`config.mk`:
```
export PLATFORM = sky130hd
export DESIGN_NAME = psi5_init_sequencer
export DESIGN_NICKNAME = d
export VERILOG_FILES = /design/src/logic/psi5_init_pkg.sv /design/src/logic/psi5_init_sequencer.sv
export VERILOG_INCLUDE_DIRS = /design/src /design/src/logic
export SDC_FILE = /design/constraint.sdc
export NUM_CORES = 1
export LEC_CHECK = 0
export ABC_AREA = 1
export BUFFER_PORTS_ARGS = -buffer_cell sky130_fd_sc_hd__buf_2
export CAP_MARGIN = 20
export CORE_AREA = 2 2 124 126
export CTS_CLUSTER_DIAMETER = 200
export CTS_CLUSTER_SIZE = 14
export DETAILED_ROUTE_END_ITERATION = 7
export DIE_AREA = 0 0 126 128
export GPL_TIMING_DRIVEN = 0
export PLACE_DENSITY = 0.71
export SLEW_MARGIN = 20
export SYNTH_ARGS = -nofsm -noshare
export SYNTH_HDL_FRONTEND = slang
export SYNTH_HIERARCHICAL = 1
export SYNTH_SLANG_ARGS = --single-unit
```
`constraint.sdc`:
```
create_clock -name ref_clk_i -period 2.44 [get_ports ref_clk_i]
set_input_delay 0.244 -clock ref_clk_i [delete_from_list [all_inputs] [get_ports ref_clk_i]]
set_output_delay 0.244 -clock ref_clk_i [all_outputs]
set_load 0.05 [all_outputs]
```
`src/logic/psi5_init_params.svh`:
```
// timing figures, frame codes, counts and fifo depth for the initialization sequencer
`ifndef PSI5_INIT_PARAMS_SVH
`define PSI5_INIT_PARAMS_SVH
`define CLK_FREQ_MHZ        25
`define SETTLE_TIME_NS      10000
`define OC1_TIME_NS         20000
`define PME_TIME_NS         50000
`define OC2_TIME_NS         20000
`define PROG_ENTRY_PULSES   4
`define FIELDS_10BIT        32
`define FIELDS_8BIT         9
`define K_ASYNC             8
`define K_SYNC              4
`define FRAMES_PER_NIBBLE_10 2
`define FRAMES_PER_NIBBLE_8  4
`define ID_BASE_10          10'h20F
`define DATA_BASE_10        10'h21F
`define ID_BASE_8           10'h083
`define DATA_BASE_8         10'h087
`define BUSY_10             10'h1E8
`define READY_10            10'h1E7
`define UNLOCKED_10         10'h1E6
`define DEFECT_10           10'h1F4
`define BUSY_8              10'h07C
`define READY_8             10'h07B
`define UNLOCKED_8          10'h07A
`define DEFECT_8            10'h07D
`define FRAME_WIDTH         10
`define FIFO_DEPTH          8
`endif

```
`src/logic/psi5_init_pkg.sv`:
```
// types shared by the initialization sequencer
package psi5_init_pkg;
  typedef enum logic [8:0] {
    ST_SETTLE = 9'h001,
    ST_OC1    = 9'h002,
    ST_PME    = 9'h004,
    ST_OC2    = 9'h008,
    ST_PROG   = 9'h010,
    ST_INIT2  = 9'h020,
    ST_BUSY   = 9'h040,
    ST_FINAL  = 9'h080,
    ST_NORMAL = 9'h100
  } init_state_e;
  typedef logic [9:0] frame_t;
endpackage

```
`src/logic/psi5_init_sequencer.sv`:
```
// power-up initialization sequencer with its frame fifo
// Overview of operation
// three phases in order, phase one silent
// phase two: self-test runs while config frames go
// phase three: busy, then ready or defect
// afterwards stay in normal mode until reset
// settle, offset stage one, entry window, stage two
// sync series in window, unlocked: programming mode
// no entry sequence: continue into phase two
// internal steps include two-stage offset cancel
// data length picks 8-bit or 10-bit codes
// 10-bit: k ID/data pairs per field
// 8-bit: k high pairs then k low pairs
// nibble takes two or four frames
// 32 fields at 10-bit, 9 at 8-bit
// phase two length frames times k times fields
// k is 8 asynchronous, 4 synchronous
// config values then serial number data
// status codes busy, ready, unlocked, defect
// unlocked ready code when config lock clear
// ID codes from -497, or ending -128
// data codes from -481 for nibble value
// one frame per sync slot
`include "psi5_init_params.svh"
`timescale 1ns/1ps
`default_nettype none

module frame_fifo #(
  parameter int WIDTH = `FRAME_WIDTH,
  parameter int DEPTH = `FIFO_DEPTH
) (
  input  wire logic             ref_clk_i,
  input  wire logic             rst_i,
  input  wire logic             in_valid_i,
  output logic                  in_ready_o,
  input  wire logic [WIDTH-1:0] in_data_i,
  output logic                  out_valid_o,
  input  wire logic             out_ready_i,
  output logic [WIDTH-1:0]      out_data_o
);
  localparam int AW = $clog2(DEPTH);
  initial if (DEPTH < 2 || (1 << AW) != DEPTH) $error("fifo depth must be a power of two");
  logic [WIDTH-1:0] mem_q [DEPTH];
  logic [AW-1:0]    wr_q, wr_d, rd_q, rd_d;
  logic [AW:0]      cnt_q, cnt_d;
  logic             push, pop;

  assign in_ready_o  = cnt_q != DEPTH[AW:0];
  assign out_valid_o = cnt_q != '0;
  assign out_data_o  = mem_q[rd_q];

  always_comb
  begin
    push = in_valid_i && in_ready_o;
    pop  = out_valid_o && out_ready_i;
    wr_d = push ? wr_q + 1'b1 : wr_q;
    rd_d = pop ? rd_q + 1'b1 : rd_q;
    cnt_d = cnt_q + {{AW{1'b0}}, push} - {{AW{1'b0}}, pop};
  end

  always_ff @(posedge ref_clk_i)
  begin
    if (rst_i)
    begin
      wr_q  <= '0;
      rd_q  <= '0;
      cnt_q <= '0;
    end
    else
    begin
      wr_q  <= wr_d;
      rd_q  <= rd_d;
      cnt_q <= cnt_d;
    end
    if (push)
      mem_q[wr_q] <= in_data_i;
  end
endmodule

module psi5_init_sequencer
  import psi5_init_pkg::*;
#(
  parameter int SETTLE_CYCLES = (`SETTLE_TIME_NS * `CLK_FREQ_MHZ + 999) / 1000,
  parameter int OC1_CYCLES    = (`OC1_TIME_NS * `CLK_FREQ_MHZ + 999) / 1000,
  parameter int PME_CYCLES    = (`PME_TIME_NS * `CLK_FREQ_MHZ + 999) / 1000,
  parameter int OC2_CYCLES    = (`OC2_TIME_NS * `CLK_FREQ_MHZ + 999) / 1000,
  parameter int ENTRY_PULSES  = `PROG_ENTRY_PULSES,
  parameter int FIFO_DEPTH    = `FIFO_DEPTH
) (
  input  wire logic       ref_clk_i,
  input  wire logic       rst_i,
  input  wire logic       slot_tick_i,
  input  wire logic       sync_pulse_i,
  input  wire logic       data_10bit_i,
  input  wire logic       sync_mode_i,
  input  wire logic       lock_user_i,
  input  wire logic       config_lock_i,
  input  wire logic       self_test_done_i,
  input  wire logic       self_test_fail_i,
  input  wire logic [3:0] field_nibble_i,
  output logic [4:0]      field_sel_o,
  output logic [1:0]      phase_o,
  output logic            self_test_run_o,
  output logic            prog_mode_o,
  output logic            normal_mode_o,
  output logic            frame_valid_o,
  output logic [9:0]      frame_data_o,
  input  wire logic       frame_ready_i
);
  initial if (SETTLE_CYCLES < 1 || SETTLE_CYCLES > 65535 || OC1_CYCLES < 1
              || OC1_CYCLES > 65535 || PME_CYCLES < 1 || PME_CYCLES > 65535
              || OC2_CYCLES < 1 || OC2_CYCLES > 65535 || ENTRY_PULSES < 1
              || ENTRY_PULSES > 15)
    $error("timing or pulse count out of range");

  init_state_e state_q, state_d;
  logic [15:0] timer_q, timer_d;
  logic [3:0]  pulses_q, pulses_d;
  logic        entry_q, entry_d;
  logic        pend_q, pend_d;
  logic [4:0]  field_q, field_d;
  logic [2:0]  rep_q, rep_d;
  logic        low_q, low_d;
  logic        data_q, data_d;
  logic [1:0]  phase_d;
  logic        run_d, prog_d, normal_d;
  logic        push, fifo_ready, fifo_valid;
  frame_t      word, fifo_word;
  logic [2:0]  k_last;
  logic [4:0]  f_last;

  function automatic frame_t id_code(input logic ten, input logic [3:0] idx);
    id_code = ten ? `ID_BASE_10 - {6'h00, idx} : `ID_BASE_8 - {8'h00, idx[1:0]};
  endfunction

  function automatic frame_t data_code(input logic ten, input logic [3:0] nib);
    data_code = ten ? `DATA_BASE_10 - {6'h00, nib} : `DATA_BASE_8 - {8'h00, nib[1:0]};
  endfunction

  function automatic logic [15:0] cyc(input int n);
    cyc = 16'(n - 1);
  endfunction

  // frame word for the current slot
  always_comb
  begin
    word = '0;
    if (state_q == ST_INIT2)
    begin
      if (!data_q)
        word = id_code(data_10bit_i, data_10bit_i ? field_q[3:0] : {2'b00, field_q[0], low_q});
      else
        word = data_code(data_10bit_i,
                         data_10bit_i ? field_nibble_i
                                      : {2'b00, low_q ? field_nibble_i[1:0] : field_nibble_i[3:2]});
    end
    else if (state_q == ST_BUSY)
      word = data_10bit_i ? `BUSY_10 : `BUSY_8;
    else if (state_q == ST_FINAL)
    begin
      if (self_test_fail_i)
        word = data_10bit_i ? `DEFECT_10 : `DEFECT_8;
      else if (!config_lock_i)
        word = data_10bit_i ? `UNLOCKED_10 : `UNLOCKED_8;
      else
        word = data_10bit_i ? `READY_10 : `READY_8;
    end
  end

  always_comb
  begin
    state_d  = state_q;
    timer_d  = timer_q == '0 ? '0 : timer_q - 16'h0001;
    pulses_d = pulses_q;
    entry_d  = entry_q;
    field_d  = field_q;
    rep_d    = rep_q;
    low_d    = low_q;
    data_d   = data_q;
    k_last   = sync_mode_i ? 3'(`K_SYNC - 1) : 3'(`K_ASYNC - 1);
    f_last   = data_10bit_i ? 5'(`FIELDS_10BIT - 1) : 5'(`FIELDS_8BIT - 1);
    // a tick is held pending until pushed; one landing while a frame already waits merges into it
    pend_d   = slot_tick_i || pend_q;
    push     = 1'b0;
    case (state_q)
      ST_SETTLE:
        if (timer_q == '0)
        begin
          state_d = ST_OC1;
          timer_d = cyc(OC1_CYCLES);
        end
      ST_OC1:
        if (timer_q == '0)
        begin
          state_d  = ST_PME;
          timer_d  = cyc(PME_CYCLES);
          pulses_d = '0;
        end
      ST_PME:
      begin
        if (sync_pulse_i && pulses_q != 4'hF)
          pulses_d = pulses_q + 4'h1;
        if (timer_q == '0)
        begin
          state_d = ST_OC2;
          timer_d = cyc(OC2_CYCLES);
          entry_d = (pulses_d >= 4'(ENTRY_PULSES)) && !lock_user_i;
        end
      end
      ST_OC2:
        if (timer_q == '0)
        begin
          state_d = entry_q ? ST_PROG : ST_INIT2;
          pend_d  = 1'b0;
          field_d = '0;
          rep_d   = '0;
          low_d   = 1'b0;
          data_d  = 1'b0;
        end
      ST_INIT2:
        if (pend_q && fifo_ready)
        begin
          push   = 1'b1;
          pend_d = slot_tick_i;
          data_d = !data_q;
          if (data_q)
          begin
            rep_d = rep_q + 3'h1;
            if (rep_q == k_last)
            begin
              rep_d = '0;
              if (!data_10bit_i && !low_q)
                low_d = 1'b1;
              else
              begin
                low_d   = 1'b0;
                field_d = field_q + 5'h01;
                if (field_q == f_last)
                  state_d = ST_BUSY;
              end
            end
          end
        end
      ST_BUSY:
        if (pend_q && fifo_ready)
        begin
          push   = 1'b1;
          pend_d = slot_tick_i;
          if (self_test_done_i)
            state_d = ST_FINAL;
        end
      ST_FINAL:
        if (pend_q && fifo_ready)
        begin
          push    = 1'b1;
          pend_d  = 1'b0;
          state_d = ST_NORMAL;
        end
      ST_PROG, ST_NORMAL:
        pend_d = 1'b0;
      default:
      begin
        state_d = ST_SETTLE;
        timer_d = cyc(SETTLE_CYCLES);
      end
    endcase
    if (state_q inside {ST_SETTLE, ST_OC1, ST_PME, ST_OC2})
      pend_d = 1'b0;
    phase_d  = state_d inside {ST_INIT2} ? 2'd2 :
               state_d inside {ST_BUSY, ST_FINAL} ? 2'd3 :
               state_d inside {ST_PROG, ST_NORMAL} ? 2'd0 : 2'd1;
    run_d    = state_d == ST_INIT2;
    prog_d   = state_d == ST_PROG;
    normal_d = state_d == ST_NORMAL;
  end

  always_ff @(posedge ref_clk_i)
  begin
    if (rst_i)
    begin
      state_q         <= ST_SETTLE;
      timer_q         <= cyc(SETTLE_CYCLES);
      pulses_q        <= '0;
      entry_q         <= 1'b0;
      pend_q          <= 1'b0;
      field_q         <= '0;
      rep_q           <= '0;
      low_q           <= 1'b0;
      data_q          <= 1'b0;
      phase_o         <= 2'd1;
      self_test_run_o <= 1'b0;
      prog_mode_o     <= 1'b0;
      normal_mode_o   <= 1'b0;
      field_sel_o     <= '0;
    end
    else
    begin
      state_q         <= state_d;
      timer_q         <= timer_d;
      pulses_q        <= pulses_d;
      entry_q         <= entry_d;
      pend_q          <= pend_d;
      field_q         <= field_d;
      rep_q           <= rep_d;
      low_q           <= low_d;
      data_q          <= data_d;
      phase_o         <= phase_d;
      self_test_run_o <= run_d;
      prog_mode_o     <= prog_d;
      normal_mode_o   <= normal_d;
      field_sel_o     <= field_d;
    end
  end

  frame_fifo #(.WIDTH(10), .DEPTH(FIFO_DEPTH)) u_fifo (
    .ref_clk_i   (ref_clk_i),
    .rst_i       (rst_i),
    .in_valid_i  (push),
    .in_ready_o  (fifo_ready),
    .in_data_i   (word),
    .out_valid_o (fifo_valid),
    .out_ready_i (!frame_valid_o || frame_ready_i),
    .out_data_o  (fifo_word)
  );

  // output stage keeps the frame port straight off flip-flops
  logic   fv_d;
  frame_t fd_d;
  always_comb
  begin
    fv_d = frame_valid_o && !frame_ready_i;
    fd_d = frame_data_o;
    if (!frame_valid_o || frame_ready_i)
    begin
      fv_d = fifo_valid;
      fd_d = fifo_valid ? fifo_word : frame_data_o;
    end
  end

  always_ff @(posedge ref_clk_i)
  begin
    if (rst_i)
    begin
      frame_valid_o <= 1'b0;
      frame_data_o  <= '0;
    end
    else
    begin
      frame_valid_o <= fv_d;
      frame_data_o  <= fd_d;
    end
  end
endmodule

`default_nettype wire

```
== Yosys cells after proc, flatten, opt, wreduce, memory -nomap -nowiden ==
Memories as Yosys holds them, arrays and structs flattened. A register that Yosys moved wholly into a read port is not among the register bits.
Cells that the tools add are included.

* Register bits: 57
* Memory bits (writable): 80
* Bits of input ports: 15
* Memories kept: 1

* Equal/unequal tests: 24
* $add $sub $neg: 12
* Multiplexer cells: 70
* Reductions and logical operators: 35
* $lt $le $gt $ge: 1

{| class="wikitable"
|+ Memory list
! name !! depth !! bits a word !! read ports !! clocked after memory_dff !! write ports !! line !! source
|-
| u_fifo.mem_q || 8 || 10 || 1 || 1 || 1 || psi5_init_sequencer.sv:43 || <nowiki>logic [WIDTH-1:0] mem_q [DEPTH];</nowiki>
|}

{| class="wikitable"
|+ Operators with widths
! cell !! count
|-
| 9-bit two-way mux || 20
|-
| 9-bit case mux with 8 select lines || 1
|-
| 16-bit two-way mux || 3
|-
| 16-bit case mux with 3 select lines || 1
|-
| 10-bit two-way mux || 4
|-
| 5-bit two-way mux || 6
|-
| 4-bit two-way mux || 5
|-
| 10-bit by 4-bit subtractor with 10-bit output (first input constant) || 2
|-
| 9-bit by 5-bit equality test with 1-bit output (second input constant) || 2
|-
| 9-bit by 6-bit equality test with 1-bit output (second input constant) || 2
|-
| 9-bit by 7-bit equality test with 1-bit output (second input constant) || 2
|-
| 9-bit by 8-bit equality test with 1-bit output (second input constant) || 2
|-
| 9-bit equality test (second input constant) || 2
|-
| 8-bit by 2-bit subtractor with 9-bit output (first input constant) || 2
|-
| 16-bit logical NOT || 1
|-
| 16-bit by 1-bit subtractor with 16-bit output (second input constant) || 1
|-
| 1-bit two-way mux || 15
|-
| 3-bit two-way mux || 5
|-
| 5-bit case mux with 2 select lines || 1
|-
| 3-bit by 1-bit adder with 3-bit output (second input constant) || 3
|-
| 9-bit by 1-bit equality test with 1-bit output (second input constant) || 1
|-
| 9-bit by 2-bit equality test with 1-bit output (second input constant) || 1
|-
| 9-bit by 3-bit equality test with 1-bit output (second input constant) || 1
|-
| 9-bit by 4-bit equality test with 1-bit output (second input constant) || 1
|-
| 29 further kinds || 58
|}

== Logic depth before layout (Yosys ltp) ==
* Depth in word-level cells: 13
* Depth in mapped cells: 15

== Cells and area by module ==
The synthesis kept the hierarchy.

{| class="wikitable"
|+ Modules (own cells, without submodules)
! module !! times used !! seq. area each (um^2) !! cells an instance !! area an instance (um^2)
|-
| frame_fifo || 1 || 2662.6 || 438 || 4224.1
|-
| psi5_init_sequencer || 1 || 1141.1 || 493 || 3367.0
|}

== Least setup slack after synthesis ==
OpenSTA, ideal clock, no wires.

* Kind: flip-flop to flip-flop
* Start point: register state_q[0]
* End point: memory u_fifo.mem_q[0][0] (enable)
* Path buffers: 1
* Data arrival time: 2.020 ns
* Library setup time: 0.390 ns
* Period minus slack after synthesis: 2.410 ns
* Slack: 0.030 ns
* Cell stages (with the launch flop): 11
* Cells stage by stage: dfxtp_1 > nor2_4 > nand2_2 > inv_2 > buf_6 > nand3_4 > nand2_1 > o21ai_0 > inv_1 > nand2_1 > nor3_1

* Word-level cells in the longest chain between the ends: 6
* Elaborated cells on any way between the ends: 8

{| class="wikitable"
|+ RTL lines
! what !! line !! source
|-
| start, declared || psi5_init_sequencer.sv:116 || <nowiki>init_state_e state_q, state_d;</nowiki>
|-
| start signal, assigned || psi5_init_sequencer.sv:298 || <nowiki>state_q <= state_d;</nowiki>
|-
| 9-bit by 6-bit equality test with 1-bit output, or another cell as far along || psi5_init_sequencer.sv:185 || <nowiki>case (state_q)</nowiki>
|-
| 3-bit OR reduction (no line) * || -- ||
|-
| 1-bit two-way mux * || -- ||
|-
| net push || psi5_init_sequencer.sv:127 || <nowiki>logic push, fifo_ready, fifo_valid;</nowiki>
|-
| 1-bit logical AND * || psi5_init_sequencer.sv:54 || <nowiki>push = in_valid_i && in_ready_o;</nowiki>
|-
| 1-bit two-way mux * || psi5_init_sequencer.sv:75 || <nowiki>if (push)</nowiki>
|-
| 1-bit two-way mux (not written as such) * || psi5_init_sequencer.sv:76 || <nowiki>mem_q[wr_q] <= in_data_i;</nowiki>
|-
| end, declared || psi5_init_sequencer.sv:43 ||
|}

Mark *: on every way through the listed nets, which the timed path passes. The rest lies on a longest branch.

== Worst setup path after layout ==
* Start point: register state_q[8]
* End point: memory u_fifo.mem_q[7][3], data pin

* Word-level cells in the longest chain between the ends: 4
* Elaborated cells on any way between the ends: 6

{| class="wikitable"
|+ RTL lines
! what !! line !! source
|-
| 9-bit by 8-bit equality test with 1-bit output || psi5_init_sequencer.sv:159 || <nowiki>else if (state_q == ST_FINAL)</nowiki>
|-
| 9-bit two-way mux || psi5_init_sequencer.sv:159 ||
|-
| 9-bit two-way mux || psi5_init_sequencer.sv:157 || <nowiki>else if (state_q == ST_BUSY)</nowiki>
|-
| 10-bit two-way mux * || psi5_init_sequencer.sv:148 || <nowiki>if (state_q == ST_INIT2)</nowiki>
|-
| net word[3] || psi5_init_sequencer.sv:128 || <nowiki>frame_t word, fifo_word;</nowiki>
|}

Marks and branches as above.

==> flow_summary.json <==
{
  "pre_cts_ws_ps": -224,
  "pwr_density_cell_nw_per_um2": 875,
  "cts_buffers": 17,
  "slew_headroom_pct": 33.8,
  "cp-start-kind": "flip-flop",
  "syn_nets": 959,
  "seq_area_um2": 3810,
  "grt_pass1_vias": 5674,
  "dpl.cell_count": 1157,
  "drc": 0,
  "path_buf_inv": 3,
  "insertedDiodeCount": 0,
  "antenna_found_initial": 0,
  "holdPathStages": 2,
  "portBuffers": 35,
  "synth_compound_area_share_pct": 6.18,
  "cts.clk_slew.worst_paths_ps": 60,
  "crit_top_cell": "buf_6",
  "peakVddDrop_v": 0.000563,
  "finalNetCount": 1023,
  "ctsLongestPathBuffers": 2,
  "core_um2": 14900,
  "drv_slew": 0,
  "yosysTopAreaCellShare_pct": 31.6,
  "grt_pass1_wl_mm": 27.5,
  "fin_crit_ps": 2340,
  "setup_viol": 0,
  "worstMarginPinSlew_ps": 992,
  "crit_path_max_fanout": 10,
  "synth_edf_count": 80,
  "synth-simple-area-share_pct": 29.8,
  "yosys.area.top_type": "edfxtp_1",
  "die_width_um": 126,
  "htree_levels": 4,
  "end_kind": "flip-flop",
  "multiInputGateArea_um2": 3100,
  "start_util_pct": 51.1,
  "muxShareOfSynthArea_pct": 0,
  "min-delay-start": "rst_i",
  "syn_area_um2": 7590,
  "crit_path_cell_trace": "buf_6, clkinv_8, nand3_2, nor2_2, nand2_4, buf_6, nor2_1, a32o_1",
  "cts_root_buf": "clkbuf_16",
  "yosys_most_used_dff": "edfxtp_1",
  "fillers": 1369,
  "yosys-top-cells-area": "edfxtp_1, dfxtp_1, nand2_1, inv_1, nand3_1",
  "slowest_stage": "nor2_1",
  "seq_area_frac_synth_pct": 50.1,
  "clock.fmax_mhz": 428,
  "cap_violations": 0,
  "stdcell_count": 1196,
  "yosysMostFrequentCell": "nand2_1",
  "ys_ff_latch": 150,
  "synth-xor-area-share_pct": 1.38,
  "row_count": 45,
  "synth_commonest_cells": "nand2_1, inv_1, nor2_1",
  "hold_slack_ps": 41.6,
  "io_pins": 36,
  "ys_types": 50,
  "setup_slack_ps": 101,
  "area_growth_pct": 16.1,
  "drtPass1Iterations": 5,
  "cts_hold_buf": 0,
  "fp.dieArea_um2": 16100,
  "hold_viol": 0,
  "r2r-start": "state_q[8]",
  "finalPower_mw": 7.71,
  "synthAdderAreaFrac_pct": 2.24,
  "via_count": 6091,
  "synth_warnings": 6,
  "arrival_ps": 2520,
  "synth_top_family_by_area": "simple AND/OR/NAND/NOR gates",
  "hp-class": "in -> reg",
  "first_iter_violations": 412,
  "wl_per_cell_um": 14.2,
  "status": "completed",
  "crit_type": "reg -> reg",
  "wl_mm": 17.0,
  "grt_max_degree": 18,
  "hpwl_mm": 11.8,
  "viasPerCell": 5.09,
  "antenna_left": 0,
  "max_stage_delay_ps": 600,
  "place.gp.congestion": 0.851,
  "async_flop_share_pct": 0,
  "r2r-end": "u_fifo/mem_q[7][3]",
  "track_usage_pct": 21.7,
  "skew_ps": 9.43,
  "worstSkewPairLatency_ps": 420,
  "holdPathEnd": "u_fifo/cnt_q[0]",
  "overflow": 0,
  "critical_path.top_delay_family": "simple AND/OR/NAND/NOR gates",
  "drive_gt1_share_pct": 17.6,
  "rsz0062_at_grt": "no",
  "syn-mean-instance-area_um2": 8.15,
  "clock_sinks": 150,
  "cts_tree": "done",
  "reg2reg_slack_ps": 100,
  "die_h_um": 128,
  "required_ps": 2620,
  "rr_worst_depth": 8,
  "finalCritPeriodShare_pct": 95.9,
  "leakagePower_nw": 4.06,
  "netlist_instances": 931
}
==> placed cells by master, fill, tap and decap left out, drive strengths merged, types with 8 or more instances in the layout <==
cell type / n
xor2: 8
ha: 12
buf: 67
nand3: 96
nor3: 14
or2: 8
edfxtp: 80
a21oi: 40
nor2: 116
dfxtp: 70
inv: 150
nand2: 249
nand4: 8
clkbuf: 26
clkinv: 8
o21ai: 30
==> state kept, by name, indices dropped and copies added (netlist names), 3 cells and up, named ones only <==
register and flops:
u_fifo/rd_q 3, timer_q 16, rep_q 3, pulses_q 4
u_fifo/wr_q 3, frame_data_o 10, u_fifo/mem_q 80, field_q 5
state_q 9, u_fifo/cnt_q 4
==> metrics by stage <==
step / util [%] / instance area [um2] / TNS, ps
final: 59.3 / 8810 / 0
after CTS: 58.8 / 8730 / -1060
after floorplan: - / 7590 / 0
after global routing: 59.3 / 8810 / 0
after detailed placement: 54.1 / 8040 / -10740
after global placement: 53.8 / 8000 / -33570
==> timing repair <==
action	in CTS	in global routing
pin swaps	0	1
resized for setup	12	12
endpoints found under the setup margin	67	70
buffers inserted	2	5
==> cell type report <==
class / instances / share of cell area (%)
well taps: 188 / 2.67
multi-input cells: 604 / 35.2
flip-flops and latches: 150 / 43.2
plain buffers: 23 / 2.03
inverters: 154 / 6.82
clock inverters: 7 / 0.980
repair buffers: 45 / 2.95
clock buffers: 25 / 6.11
==> cell families after synthesis <==
| logic type | count (synthesis) |
|---|---|
| xor+xnor | 12 |
| simple gates | 495 |
| buf+inv | 177 |
| fa+ha+maj | 13 |
| compound gates | 84 |
| flops | 150 |
==> how the worst max path moves through the flow <==
stage,from,endpoint,slack (ps),depth (start not counted)
after floorplan,state_q[0],u_fifo/mem_q[0][0],30,10
after global placement,state_q[0],u_fifo/mem_q[4][5],-740,10
after detailed placement,state_q[0],u_fifo/mem_q[3][5],-220,10
after CTS,state_q[3],u_fifo/mem_q[6][6],-50,10
after global routing,state_q[4],u_fifo/cnt_q[2],20,13
final,state_q[8],u_fifo/mem_q[7][3],100,8
==> report_power, final <==
group | leakage, nW | switching (mW) | internal [mW] | total [mW]
clock | 0.307 | 0.984 | 1.73 | 2.71
sequential | 1.27 | 0.0937 | 2.81 | 2.90
combinational | 2.48 | 1.41 | 0.686 | 2.10
==> layer usage <==
| layer | wire length [um] | share of wire, % | global-route usage, % | vias up |
|---|---|---|---|---|
| met1 | 7980 | 47 | 29.3 | 2791 |
| met2 | 7800 | 46 | 34.9 | 169 |
| met3 | 885 | 5.2 | 4.47 | 27 |
| li1 | - | - | - | 3104 |
| met5 | 0 | 0 | 0 | - |
| met4 | 353 | 2.1 | 7.95 | 0 |
==> worst register-to-register path, stage by stage, from the launching register on <==
cell and delay [ps]:
dfxtp_1 310, buf_6 140, clkinv_8 70, nand3_2 70, nor2_2 120, nand2_4 100
buf_6 160, nor2_1 600, a32o_1 530
Note: power is estimated with default switching activity, not from simulation.
